<file path="config.mk">
export PLATFORM = sky130hd
export DESIGN_NAME = vrm_top
export DESIGN_NICKNAME = d
export VERILOG_FILES = /design/src/pkg/vrm_pkg.sv /design/src/vrm_top.sv /design/src/vrm_zone_core.sv
export SDC_FILE = /design/constraint.sdc
export NUM_CORES = 2
export LEC_CHECK = 0
export ABC_AREA = 1
export BUFFER_PORTS_ARGS = -buffer_cell sky130_fd_sc_hd__buf_4
export CELL_PAD_IN_SITES_DETAIL_PLACEMENT = 0
export CELL_PAD_IN_SITES_GLOBAL_PLACEMENT = 2
export CORE_ASPECT_RATIO = 0.8
export CORE_MARGIN = 2
export CORE_UTILIZATION = 42
export DETAILED_ROUTE_END_ITERATION = 6
export GPL_TIMING_DRIVEN = 0
export PLACE_DENSITY_LB_ADDON = 0.3
export SLEW_MARGIN = 15
export SYNTH_ARGS = -nofsm -noshare
export SYNTH_HDL_FRONTEND = slang
export SYNTH_SLANG_ARGS = --single-unit
export TNS_END_PERCENT = 50
</file>
<file path="constraint.sdc">
create_clock -name clk_in -period 12.81 [get_ports clk_in]
set_input_delay 1.9215 -clock clk_in [delete_from_list [all_inputs] [get_ports clk_in]]
set_output_delay 1.9215 -clock clk_in [all_outputs]
set_load 0.005 [all_outputs]
</file>
<file path="src/pkg/vrm_pkg.sv">
// constants and types shared by the resolution monitor files
package vrm_pkg;
  // register offsets
  localparam logic [11:0] VRM_ADDR_MODE_BW = 12'h430;
  localparam logic [11:0] VRM_ADDR_TUNE    = 12'h434;
  localparam logic [11:0] VRM_ADDR_CSEL_A  = 12'h559;
  localparam logic [11:0] VRM_ADDR_CSEL_B  = 12'h55a;
  // reset values
  localparam logic [7:0]  VRM_RST_MODE     = 8'h00;
  localparam logic [7:0]  VRM_RST_TUNE     = 8'h04;
  localparam logic [7:0]  VRM_RST_CSEL     = 8'h00;
  // mode register fields
  localparam int          VRM_MODE_EN_BIT  = 0;
  localparam int          VRM_MODE_CPX_BIT = 1;
  localparam int          VRM_MODE_BW_BIT  = 2;
  // tune register field, bits 3..0
  localparam int          VRM_TUNE_LSB     = 0;
  localparam int          VRM_TUNE_W       = 4;
  // legal tuning span in real mode, kept by software
  localparam logic [3:0]  VRM_REAL_TUNE_LO = 4'h2;
  localparam logic [3:0]  VRM_REAL_TUNE_HI = 4'h6;
  // control-bit source fields: select a 1:0 -> bit0, 5:4 -> bit1; select b 1:0 -> bit2
  localparam int          VRM_CS0_LSB      = 0;
  localparam int          VRM_CS1_LSB      = 4;
  localparam int          VRM_CS2_LSB      = 0;
  // resolutions in bits
  localparam logic [3:0]  VRM_RES_FULL     = 4'he;
  localparam logic [3:0]  VRM_RES_MIN      = 4'h9;
  localparam logic [3:0]  VRM_RES_N3       = 4'hd;
  // magnitude thresholds of a 14-bit word: -30,-24,-18,-12,-6 dBFS
  localparam int          VRM_NTHR         = 5;
  localparam logic [4:0][13:0] VRM_THR     = {14'h1009, 14'h080b, 14'h0408, 14'h0205, 14'h0103};
  // peak window in samples
  localparam int          VRM_PEAK_WIN     = 64;
  // rotation table scale shift
  localparam int          VRM_LUT_SHIFT    = 7;
  // control-bit sources
  typedef enum logic [1:0] {
    VRM_CS_OFF  = 2'b00,
    VRM_CS_FLAG = 2'b01,
    VRM_CS_PEN0 = 2'b10,
    VRM_CS_PEN1 = 2'b11
  } vrm_csrc_t;
endpackage

</file>
<file path="src/vrm_top.sv">
// variable-resolution monitor: registers, per-channel cores, output words
// How it works
// [RL1] each converter channel has its own monitor, enabled and set up separately
// [RL2] resolution stays between 9 and 14 bits
// [RL3] no gain change, only the word's resolution changes
// [RL4] complex mode offers 25% or 43% passband, real mode fixed 25%
// [RL5] mode and bandwidth fields in the mode register define the forbidden zones
// [RL6] decision uses peak level of the signal in the forbidden zones
// [RL7] above -30 dBFS, each 6 dB more drops one bit
// [RL8] 14,13,12,11,10 then 9 bits from -6 to 0 dBFS
// [RL9] control-bit select registers insert status bits into the output stream
// [RL10] three control bits used means resolution parameter becomes 13
// [RL11] flag reads 1 while resolution is reduced, 0 at full
// [RL12] penalty code 00=14, 01=13, 10=12/11, 11=10/9 bits
// [RL13] centre set by tune bits 3..0 in sixteenths of the sample rate
// [RL14] complex mode centre spans 1/16 to 15/16 of the sample rate
// [RL15] software writes only tune codes 2 to 6 in real mode
// [RL16] real passband is centre plus and minus one eighth of the rate
// [RL17] dropped low bits forced to zero, word width unchanged
module vrm_top #(
  parameter int PEAK_WIN = vrm_pkg::VRM_PEAK_WIN
) (
  input  wire logic        clk_in,
  input  wire logic        rst_in,
  input  wire logic        ce_in,
  input  wire logic [1:0]  chan_sel_in,
  input  wire logic [11:0] reg_addr_in,
  input  wire logic        reg_wr_in,
  input  wire logic        reg_rd_in,
  input  wire logic [7:0]  reg_wdata_in,
  output logic [7:0]       reg_rdata_out,
  input  wire logic [13:0] samp_a_in,
  input  wire logic [13:0] samp_b_in,
  output logic [13:0]      data_a_out,
  output logic [13:0]      data_b_out,
  output logic [2:0]       ctrl_a_out,
  output logic [2:0]       ctrl_b_out,
  output logic [3:0]       conv_res_a_out,
  output logic [3:0]       conv_res_b_out,
  output logic [3:0]       res_a_out,
  output logic [3:0]       res_b_out
);
  import vrm_pkg::*;

  typedef struct packed {
    logic [1:0][7:0]  mode;
    logic [1:0][7:0]  tune;
    logic [1:0][7:0]  csa;
    logic [1:0][7:0]  csb;
    logic [1:0][13:0] data;
    logic [1:0][2:0]  ctrl;
    logic [1:0][3:0]  conv;
    logic [7:0]       rdata;
  } vrm_top_st_t;

  vrm_top_st_t s_ff, nxt_s;
  logic [13:0] samp [2];
  logic [3:0]  res_w [2];
  logic        rch;

  assign samp[0] = samp_a_in;
  assign samp[1] = samp_b_in;

  // mask keeping the top res bits of a 14-bit word
  function automatic logic [13:0] keep_mask(input logic [3:0] res);
    keep_mask = 14'h3fff << (VRM_RES_FULL - res);
  endfunction

  // two-bit penalty code from resolution
  function automatic logic [1:0] pen_code(input logic [3:0] res);
    if (res >= VRM_RES_FULL) pen_code = 2'b00;
    else if (res == 4'hd) pen_code = 2'b01;
    else if (res >= 4'hb) pen_code = 2'b10;
    else pen_code = 2'b11;
  endfunction

  // value of one control bit from its source select
  function automatic logic cbit(input logic [1:0] sel, input logic [3:0] res);
    logic [1:0] p;
    p = pen_code(res);
    unique case (vrm_csrc_t'(sel))
      VRM_CS_OFF:  cbit = 1'b0;
      VRM_CS_FLAG: cbit = (res != VRM_RES_FULL);
      VRM_CS_PEN0: cbit = p[0];
      VRM_CS_PEN1: cbit = p[1];
    endcase
  endfunction

  // one monitor core per converter channel
  generate
    for (genvar c = 0; c < 2; c++) begin : g_ch
      vrm_zone_core #(.PEAK_WIN(PEAK_WIN)) u_core (
        .clk_in  (clk_in),
        .rst_in  (rst_in),
        .ce_in   (ce_in),
        .en_in   (s_ff.mode[c][VRM_MODE_EN_BIT]), // see [RL1]
        .cplx_in (s_ff.mode[c][VRM_MODE_CPX_BIT]),
        .bw43_in (s_ff.mode[c][VRM_MODE_CPX_BIT] & s_ff.mode[c][VRM_MODE_BW_BIT]), // see [RL4]
        .tune_in (s_ff.tune[c][VRM_TUNE_LSB +: VRM_TUNE_W]),
        .i_in    (samp[c]),
        .q_in    (samp[1-c]),
        .res_out (res_w[c])
      );
    end
  endgenerate

  // channel whose registers are read back
  assign rch = ~chan_sel_in[0];

  // register writes, read-back and output word formation
  always_comb begin
    nxt_s = s_ff;
    for (int c = 0; c < 2; c++) begin
      if (reg_wr_in && chan_sel_in[c]) begin // see [RL1]
        if (reg_addr_in == VRM_ADDR_MODE_BW) nxt_s.mode[c] = reg_wdata_in; // see [RL5]
        if (reg_addr_in == VRM_ADDR_TUNE) nxt_s.tune[c] = reg_wdata_in; // see [RL13]
        if (reg_addr_in == VRM_ADDR_CSEL_A) nxt_s.csa[c] = reg_wdata_in; // see [RL9]
        if (reg_addr_in == VRM_ADDR_CSEL_B) nxt_s.csb[c] = reg_wdata_in;
      end
      nxt_s.data[c] = samp[c] & keep_mask(res_w[c]); // see [RL3] see [RL17] see [RL2]
      nxt_s.ctrl[c][0] = cbit(s_ff.csa[c][VRM_CS0_LSB +: 2], res_w[c]); // see [RL9] see [RL11]
      nxt_s.ctrl[c][1] = cbit(s_ff.csa[c][VRM_CS1_LSB +: 2], res_w[c]); // see [RL12]
      nxt_s.ctrl[c][2] = cbit(s_ff.csb[c][VRM_CS2_LSB +: 2], res_w[c]);
      nxt_s.conv[c] = VRM_RES_FULL;
      if (s_ff.csa[c][VRM_CS0_LSB +: 2] != 2'b00 && s_ff.csa[c][VRM_CS1_LSB +: 2] != 2'b00
          && s_ff.csb[c][VRM_CS2_LSB +: 2] != 2'b00) begin
        nxt_s.conv[c] = VRM_RES_N3; // see [RL10]
      end
    end
    if (reg_rd_in) begin
      unique case (reg_addr_in)
        VRM_ADDR_MODE_BW: nxt_s.rdata = s_ff.mode[rch];
        VRM_ADDR_TUNE:    nxt_s.rdata = s_ff.tune[rch];
        VRM_ADDR_CSEL_A:  nxt_s.rdata = s_ff.csa[rch];
        VRM_ADDR_CSEL_B:  nxt_s.rdata = s_ff.csb[rch];
        default:          nxt_s.rdata = 8'h00;
      endcase
    end
  end

  // state register, frozen while clock enable is low
  always_ff @(posedge clk_in or posedge rst_in) begin
    if (rst_in) begin
      s_ff <= '{mode: {2{VRM_RST_MODE}}, tune: {2{VRM_RST_TUNE}}, csa: {2{VRM_RST_CSEL}},
                csb: {2{VRM_RST_CSEL}}, data: '0, ctrl: '0, conv: {2{VRM_RES_FULL}}, rdata: 8'h00};
    end else if (ce_in) begin
      s_ff <= nxt_s;
    end
  end

  assign reg_rdata_out  = s_ff.rdata;
  assign data_a_out     = s_ff.data[0];
  assign data_b_out     = s_ff.data[1];
  assign ctrl_a_out     = s_ff.ctrl[0];
  assign ctrl_b_out     = s_ff.ctrl[1];
  assign conv_res_a_out = s_ff.conv[0];
  assign conv_res_b_out = s_ff.conv[1];
  assign res_a_out      = res_w[0];
  assign res_b_out      = res_w[1];

  // per-channel checks
  generate
    for (genvar c = 0; c < 2; c++) begin : g_chk
      property p_res_range;
        @(posedge clk_in) disable iff (rst_in)
          res_w[c] >= 4'h9 && res_w[c] <= 4'he;
      endproperty
      a_res_range: assert property (p_res_range) else $error("resolution out of 9..14"); // see [RL2]

      property p_trunc;
        @(posedge clk_in) disable iff (rst_in)
          ce_in |=> s_ff.data[c] == ($past(samp[c]) & (14'h3fff << (4'he - $past(res_w[c]))));
      endproperty
      a_trunc: assert property (p_trunc) else $error("low bits not zeroed as resolution asks"); // see [RL17]

      property p_no_gain;
        @(posedge clk_in) disable iff (rst_in)
          ce_in && res_w[c] == 4'he |=> s_ff.data[c] == $past(samp[c]);
      endproperty
      a_no_gain: assert property (p_no_gain) else $error("full resolution word altered"); // see [RL3]

      property p_flag;
        @(posedge clk_in) disable iff (rst_in)
          ce_in && s_ff.csa[c][1:0] == 2'b01 |=> s_ff.ctrl[c][0] == ($past(res_w[c]) != 4'he);
      endproperty
      a_flag: assert property (p_flag) else $error("reduced flag wrong"); // see [RL11]

      property p_pen;
        @(posedge clk_in) disable iff (rst_in)
          ce_in && s_ff.csa[c][5:4] == 2'b11 && res_w[c] <= 4'ha |=> s_ff.ctrl[c][1];
      endproperty
      a_pen: assert property (p_pen) else $error("penalty high bit wrong"); // see [RL12]

      property p_conv;
        @(posedge clk_in) disable iff (rst_in)
          ce_in && s_ff.csa[c][1:0] == 2'b00 |=> s_ff.conv[c] == 4'he;
      endproperty
      a_conv: assert property (p_conv) else $error("resolution parameter must stay 14"); // see [RL10]

      property p_wr_mode;
        @(posedge clk_in) disable iff (rst_in)
          ce_in && reg_wr_in && chan_sel_in[c] && reg_addr_in == 12'h430
          |=> s_ff.mode[c] == $past(reg_wdata_in);
      endproperty
      a_wr_mode: assert property (p_wr_mode) else $error("mode write lost"); // see [RL5]

      property p_off;
        @(posedge clk_in) disable iff (rst_in)
          (ce_in && !s_ff.mode[c][0]) [*2] |-> res_w[c] == 4'he;
      endproperty
      a_off: assert property (p_off) else $error("disabled monitor must give 14 bits"); // see [RL1]
    end
  endgenerate
endmodule

</file>
<file path="src/vrm_zone_core.sv">
// one channel: zone extraction, peak hold and resolution decision
module vrm_zone_core #(
  parameter int PEAK_WIN = vrm_pkg::VRM_PEAK_WIN
) (
  input  wire logic              clk_in,
  input  wire logic              rst_in,
  input  wire logic              ce_in,
  input  wire logic              en_in,
  input  wire logic              cplx_in,
  input  wire logic              bw43_in,
  input  wire logic [3:0]        tune_in,
  input  wire logic signed [13:0] i_in,
  input  wire logic signed [13:0] q_in,
  output logic [3:0]             res_out
);
  import vrm_pkg::*;
  localparam int WW = $clog2(PEAK_WIN);
  localparam logic [WW-1:0] WIN_LAST = WW'(PEAK_WIN - 1);

  typedef struct packed {
    logic [3:0]         ph;
    logic signed [14:0] rot;
    logic signed [14:0] prev;
    logic [13:0]        peak;
    logic [13:0]        hold;
    logic [WW-1:0]      win;
    logic [3:0]         res;
  } vrm_core_st_t;

  vrm_core_st_t s_ff, nxt_s;
  logic signed [22:0] prod;
  logic signed [15:0] diff;
  logic [15:0]        mag;
  logic [13:0]        mag14;
  logic signed [13:0] qv;

  // cosine in 1/16 turn steps, scale 127
  function automatic logic signed [7:0] cos_lut(input logic [3:0] k);
    unique case (k)
      4'h0: cos_lut = 8'h7f;
      4'h1: cos_lut = 8'h75;
      4'h2: cos_lut = 8'h5a;
      4'h3: cos_lut = 8'h31;
      4'h4: cos_lut = 8'h00;
      4'h5: cos_lut = 8'hcf;
      4'h6: cos_lut = 8'ha6;
      4'h7: cos_lut = 8'h8b;
      4'h8: cos_lut = 8'h81;
      4'h9: cos_lut = 8'h8b;
      4'ha: cos_lut = 8'ha6;
      4'hb: cos_lut = 8'hcf;
      4'hc: cos_lut = 8'h00;
      4'hd: cos_lut = 8'h31;
      4'he: cos_lut = 8'h5a;
      4'hf: cos_lut = 8'h75;
    endcase
  endfunction

  // number of dBFS steps the peak lies above
  function automatic logic [2:0] thr_count(input logic [13:0] m);
    thr_count = 3'h0;
    for (int t = 0; t < VRM_NTHR; t++) begin
      if (m > VRM_THR[t]) thr_count = thr_count + 3'h1;
    end
  endfunction

  // shift to the mask centre, take out-of-band part, hold peak
  always_comb begin
    nxt_s = s_ff;
    qv    = cplx_in ? q_in : 14'sh0000;
    prod  = i_in * cos_lut(s_ff.ph) + qv * cos_lut(s_ff.ph - 4'h4);
    nxt_s.ph   = s_ff.ph + tune_in; // see [RL13] see [RL14] see [RL16]
    nxt_s.rot  = prod[21:VRM_LUT_SHIFT];
    nxt_s.prev = s_ff.rot;
    diff = {s_ff.rot[14], s_ff.rot} - {s_ff.prev[14], s_ff.prev}; // see [RL5]
    if (bw43_in) diff = diff >>> 1; // wider passband, see [RL4]
    mag   = diff[15] ? 16'(-diff) : 16'(diff);
    mag14 = (mag > 16'h3fff) ? 14'h3fff : mag[13:0];
    nxt_s.peak = (mag14 > s_ff.peak) ? mag14 : s_ff.peak; // see [RL6]
    nxt_s.win  = (s_ff.win == WIN_LAST) ? '0 : s_ff.win + 1'b1;
    if (s_ff.win == WIN_LAST) begin
      nxt_s.hold = nxt_s.peak;
      nxt_s.peak = 14'h0000;
    end
    nxt_s.res = VRM_RES_FULL - {1'b0, thr_count(s_ff.hold)}; // see [RL7] see [RL8]
    if (!en_in) begin
      nxt_s.peak = 14'h0000;
      nxt_s.hold = 14'h0000;
      nxt_s.res  = VRM_RES_FULL;
    end
  end

  // state register
  always_ff @(posedge clk_in or posedge rst_in) begin
    if (rst_in) begin
      s_ff <= '{ph: 4'h0, rot: 15'sh0, prev: 15'sh0, peak: 14'h0, hold: 14'h0,
                 win: '0, res: VRM_RES_FULL};
    end else if (ce_in) begin
      s_ff <= nxt_s;
    end
  end

  assign res_out = s_ff.res;

  property p_quiet_full;
    @(posedge clk_in) disable iff (rst_in)
      ce_in && en_in && s_ff.hold <= VRM_THR[0] |=> res_out == 4'he;
  endproperty
  a_quiet_full: assert property (p_quiet_full) else $error("quiet zones must give 14 bits"); // see [RL7]

  property p_loud_min;
    @(posedge clk_in) disable iff (rst_in)
      ce_in && en_in && s_ff.hold > VRM_THR[4] |=> res_out == 4'h9;
  endproperty
  a_loud_min: assert property (p_loud_min) else $error("top band must give 9 bits"); // see [RL8]

  property p_step;
    @(posedge clk_in) disable iff (rst_in)
      ce_in && en_in && s_ff.hold > VRM_THR[1] && s_ff.hold <= VRM_THR[2] |=> res_out == 4'hc;
  endproperty
  a_step: assert property (p_step) else $error("12 bits expected in third band"); // see [RL7]
endmodule

</file>
==> tab_implementation.tex <==
\begin{tabular}{lr}
\hline
Metric & Value \\
\hline
\multicolumn{2}{l}{\textbf{Outcome}} \\
Outcome & finished clean \\
\multicolumn{2}{l}{\textbf{Logic synthesis}} \\
Predominant post-synthesis flop cell & dfrtp\_1 \\
FFs w/ async S/R, synth & 100\% \\
Number of flops mapped to enable cells by yosys & 0 \\
Flops \& latches, synth & 254 \\
Count of cell types in the netlist & 60 \\
Mapped Area & 33500 sq um \\
Post-Synthesis Mean Instance Area & 7.60 sq um \\
Synthesis Warnings & 0 \\
Number of standard cells after synthesis & 4406 \\
Sequential cell area fraction in the yosys report & 19.0\% \\
\multicolumn{2}{l}{\textbf{Floorplanning}} \\
Count of standard-cell rows & 92 \\
Placeable core area & 78900 sq um \\
Die boundary width & 320 um \\
I/O pins & 113 \\
Vertical die dimension & 257 um \\
Die outline area & 82000 sq um \\
Starting density of the core & 42.5\% \\
\multicolumn{2}{l}{\textbf{CTS}} \\
Number of hold buffers added after CTS & 0 \\
Clock Pin Slew Worst Setup and Hold Paths & 0.07 ns \\
H-tree Lvls & 1 \\
CTS tree & done \\
Gates resized, CTS repair & 0 \\
Maximum clock insertion buffer count & 3 \\
Clock latency at the later pin of the worst-skew pair & 0.57 ns \\
CTS Root Buffer Type & clkbuf\_16 \\
Number of CTS-inserted buffers & 26 \\
Buffers inserted during post-CTS setup optimization & 0 \\
CTS Sinks & 254 \\
\multicolumn{2}{l}{\textbf{Min path}} \\
HP Start & conv\_res\_b\_out[1] \\
Hold Path Class & flip-flop to flip-flop \\
\multicolumn{2}{l}{\textbf{Worst setup path}} \\
Critical path buffer and inverter count & 9 \\
Crit-path leading delay family & adder cells \\
Maximum fanout count along the critical path & 10 \\
Library cell appearing most often on the critical path & inv\_1 \\
Critical Path Max Stage Delay & 0.83 ns \\
Startpoint of the most critical setup path & g\_ch[1].u\_core.s\_ff[69] \\
Crit path DAT & 9.37 ns \\
Cell with the biggest individual delay on the critical path & nor2\_1 \\
Req. time, crit path & 13.26 ns \\
Capturing element type of the critical path & flip-flop \\
Kind of critical path & flip-flop to flip-flop \\
Sort of element at the start of the critical path & flip-flop \\
Launch instance of the worst register-to-register path & g\_ch[1].u\_core.s\_ff[69] \\
\multicolumn{2}{l}{\textbf{Detailed routing}} \\
Number of nets with antenna violations after detailed routing & 0 \\
Residual DRC count & 0 \\
Avg Vias per Cell & 5.04 \\
Via total after detailed routing & 28200 \\
Average wire length per cell after detail routing & 18.7 um \\
Final Routed Wirelength & 104000 um \\
Iteration count of the initial detailed-routing pass & 5 \\
Iteration-0 DRC Markers & 2110 \\
\multicolumn{2}{l}{\textbf{STA}} \\
RSZ-0062 raised after global routing & no \\
Slew Limit Headroom & 19.4\% \\
Final Worst Setup Slack & 3.89 ns \\
Setup TNS Final & 0 ns \\
Fmax & 0.112 GHz \\
Final setup violating endpoints & 0 \\
Skew final & 0.0173 ns \\
Max-slew violation count & 0 \\
Final period demand of the worst path & 8.92 ns \\
Post-route fraction of the period consumed by the critical path & 69.6\% \\
Transition time at the pin with the least slew margin & 1.21 ns \\
Final hold viol count & 0 \\
\multicolumn{2}{l}{\textbf{Finish}} \\
Number of nets in the final layout & 5253 \\
Filler cells & 8135 \\
Top library cells by usage in the layout, fill and taps aside & 1065 x nand2\_1, 948 x inv\_1, 440 x fa\_1, 378 x nor2\_1, 244 x dfrtp\_1 \\
Final cell count without fillers & 5589 \\
Layout Cell Area excl Fill & 36500 sq um \\
Most frequent standard cell in the layout excluding fill and tap cells & nand2\_1 \\
Fraction of layout instances using a drive strength above 1 & 7.16\% \\
Synthesis-to-finish area growth & 9.05\% \\
\multicolumn{2}{l}{\textbf{Place}} \\
Half-perimeter wire length after placement & 86600 um \\
Placed standard-cell area & 35600 sq um \\
Placement Setup Slack & 3.95 ns \\
Gpl congestion & 0.877 \\
Total of buffers placed on input and output ports & 95 \\
\# placed instances & 5540 \\
\multicolumn{2}{l}{\textbf{Run}} \\
Number of maximum-capacitance constraint violations & 0 \\
\multicolumn{2}{l}{\textbf{GRT}} \\
Overflow left after global routing & 0 \\
Number of antenna violations at the first check in global routing & 4 \\
Wire length of the first global-routing pass & 166000 um \\
GRT Overall Usage & 26.2\% \\
Maximum number of pins on one net before global-route repair & 101 \\
Number of global-route vias before repair & 28100 \\
\hline
\end{tabular}
## cell families after synthesis
kind of cell             after synthesis  synth area share (%)
AO/OA/AOI/OAI                        435                  7.17
XOR/XNOR                              72                  1.88
adder cells (fa/ha/maj)              664                  34.7
buffers and inverters               1118                  13.4
flip-flops                           254                  19.0
multiplexers                          24                 0.721
other                                  1                0.0112
AND/OR/NAND/NOR                     1838                  23.1
## per-layer routing
metal | track usage, % | wire [um]
met5 | 0 | 0
met4 | 4.00 | 1580
met3 | 4.63 | 7700
met2 | 39.4 | 44300
met1 | 39.9 | 50900
## worst paths after layout
check / slack (ns) / cells past startpoint / endpoint
setup / recovery: 3.89 / 27 / g_ch[1].u_core.nxt_s[52]
hold / removal: 0.47 / 2 / conv_res_b_out[1]
setup reg to reg: 3.89 / 27 / g_ch[1].u_core.nxt_s[52]
hold reg to reg: 0.47 / 2 / conv_res_b_out[1]
max in group asynchronous: 10.43 / 3 / g_ch[1].u_core.res_out[1]
min in group asynchronous: 1.44 / 2 / g_ch[1].u_core.s_ff[16]
## Yosys cell counts, types with 16 or more instances
master    count  area (sq um)
nor2_1      378          1420
a31oi_1      26           163
or2_2        20           125
ha_1        224          2800
nand3_2      16           160
buf_4        63           473
nand4_1      25           156
nor3_1       35           175
inv_1       949          3560
o22ai_1      17           106
fa_1        440          8810
xnor2_1      35           307
mux2i_1      23           230
o21ai_0     224          1120
a21oi_1     104           521
nand2_2      21           131
xor2_1       37           324
nand3_1     223          1120
nand2_1    1065          4000
dfrtp_1     244          6110
clkbuf_1     67           251
## state kept, by name, summed over array words and instances (netlist names)
signal and cells:
g_ch.u_core.nxt_s 30, data_a_out 14, reg_rdata_out 8, s_ff 64, ctrl_b_out 3, data_b_out 14
conv_res_a_out 2, conv_res_b_out 2, g_ch.u_core.res_out 8, ctrl_a_out 3, g_ch.u_core.s_ff 106
## metrics by stage
stage | hold WS (ns) | utilization (%)
2_1_floorplan | 0.448 | -
3_3_place_gp | 0.463 | 45.0
3_5_place_dp | 0.465 | 45.1
4_1_cts | 0.477 | 46.3
5_1_grt | 0.480 | 46.3
6_report | 0.472 | 46.3
## layout make-up
| type | instances | area, sq um | share of cell area, % |
|---|---|---|---|
| Antenna cell | 1 | 2.50 | 0.00686 |
| Buffer | 152 | 853 | 2.34 |
| Clock buffer | 37 | 742 | 2.03 |
| Clock inverter | 11 | 200 | 0.548 |
| Inverter | 966 | 3630 | 9.95 |
| Multi-Input combinational cell | 3037 | 22600 | 62.0 |
| Sequential cell | 254 | 6370 | 17.4 |
| Tap cell | 1034 | 1290 | 3.54 |
| Timing Repair Buffer | 97 | 768 | 2.10 |
## worst reg2reg max path: stages, from the launching register on
cell      delay, ns
dfrtp_1        0.51
inv_1          0.20
ha_1           0.34
inv_1          0.08
a21oi_1        0.63
clkinv_1       0.60
o21ai_0        0.21
nand2_1        0.36
nor2_1         0.84
inv_1          0.16
fa_1           0.58
fa_1           0.53
inv_1          0.05
fa_1           0.48
fa_1           0.54
fa_1           0.57
inv_1          0.06
fa_1           0.56
inv_1          0.07
ha_1           0.34
inv_1          0.07
nor3_1         0.26
inv_1          0.08
o21ai_0        0.16
a31oi_1        0.08
a21oi_1        0.16
nand3b_1       0.22
nand2_1        0.08
Power is not shown: default switching activity piles up to over one toggle a cycle in this logic, so the estimate is an artifact.
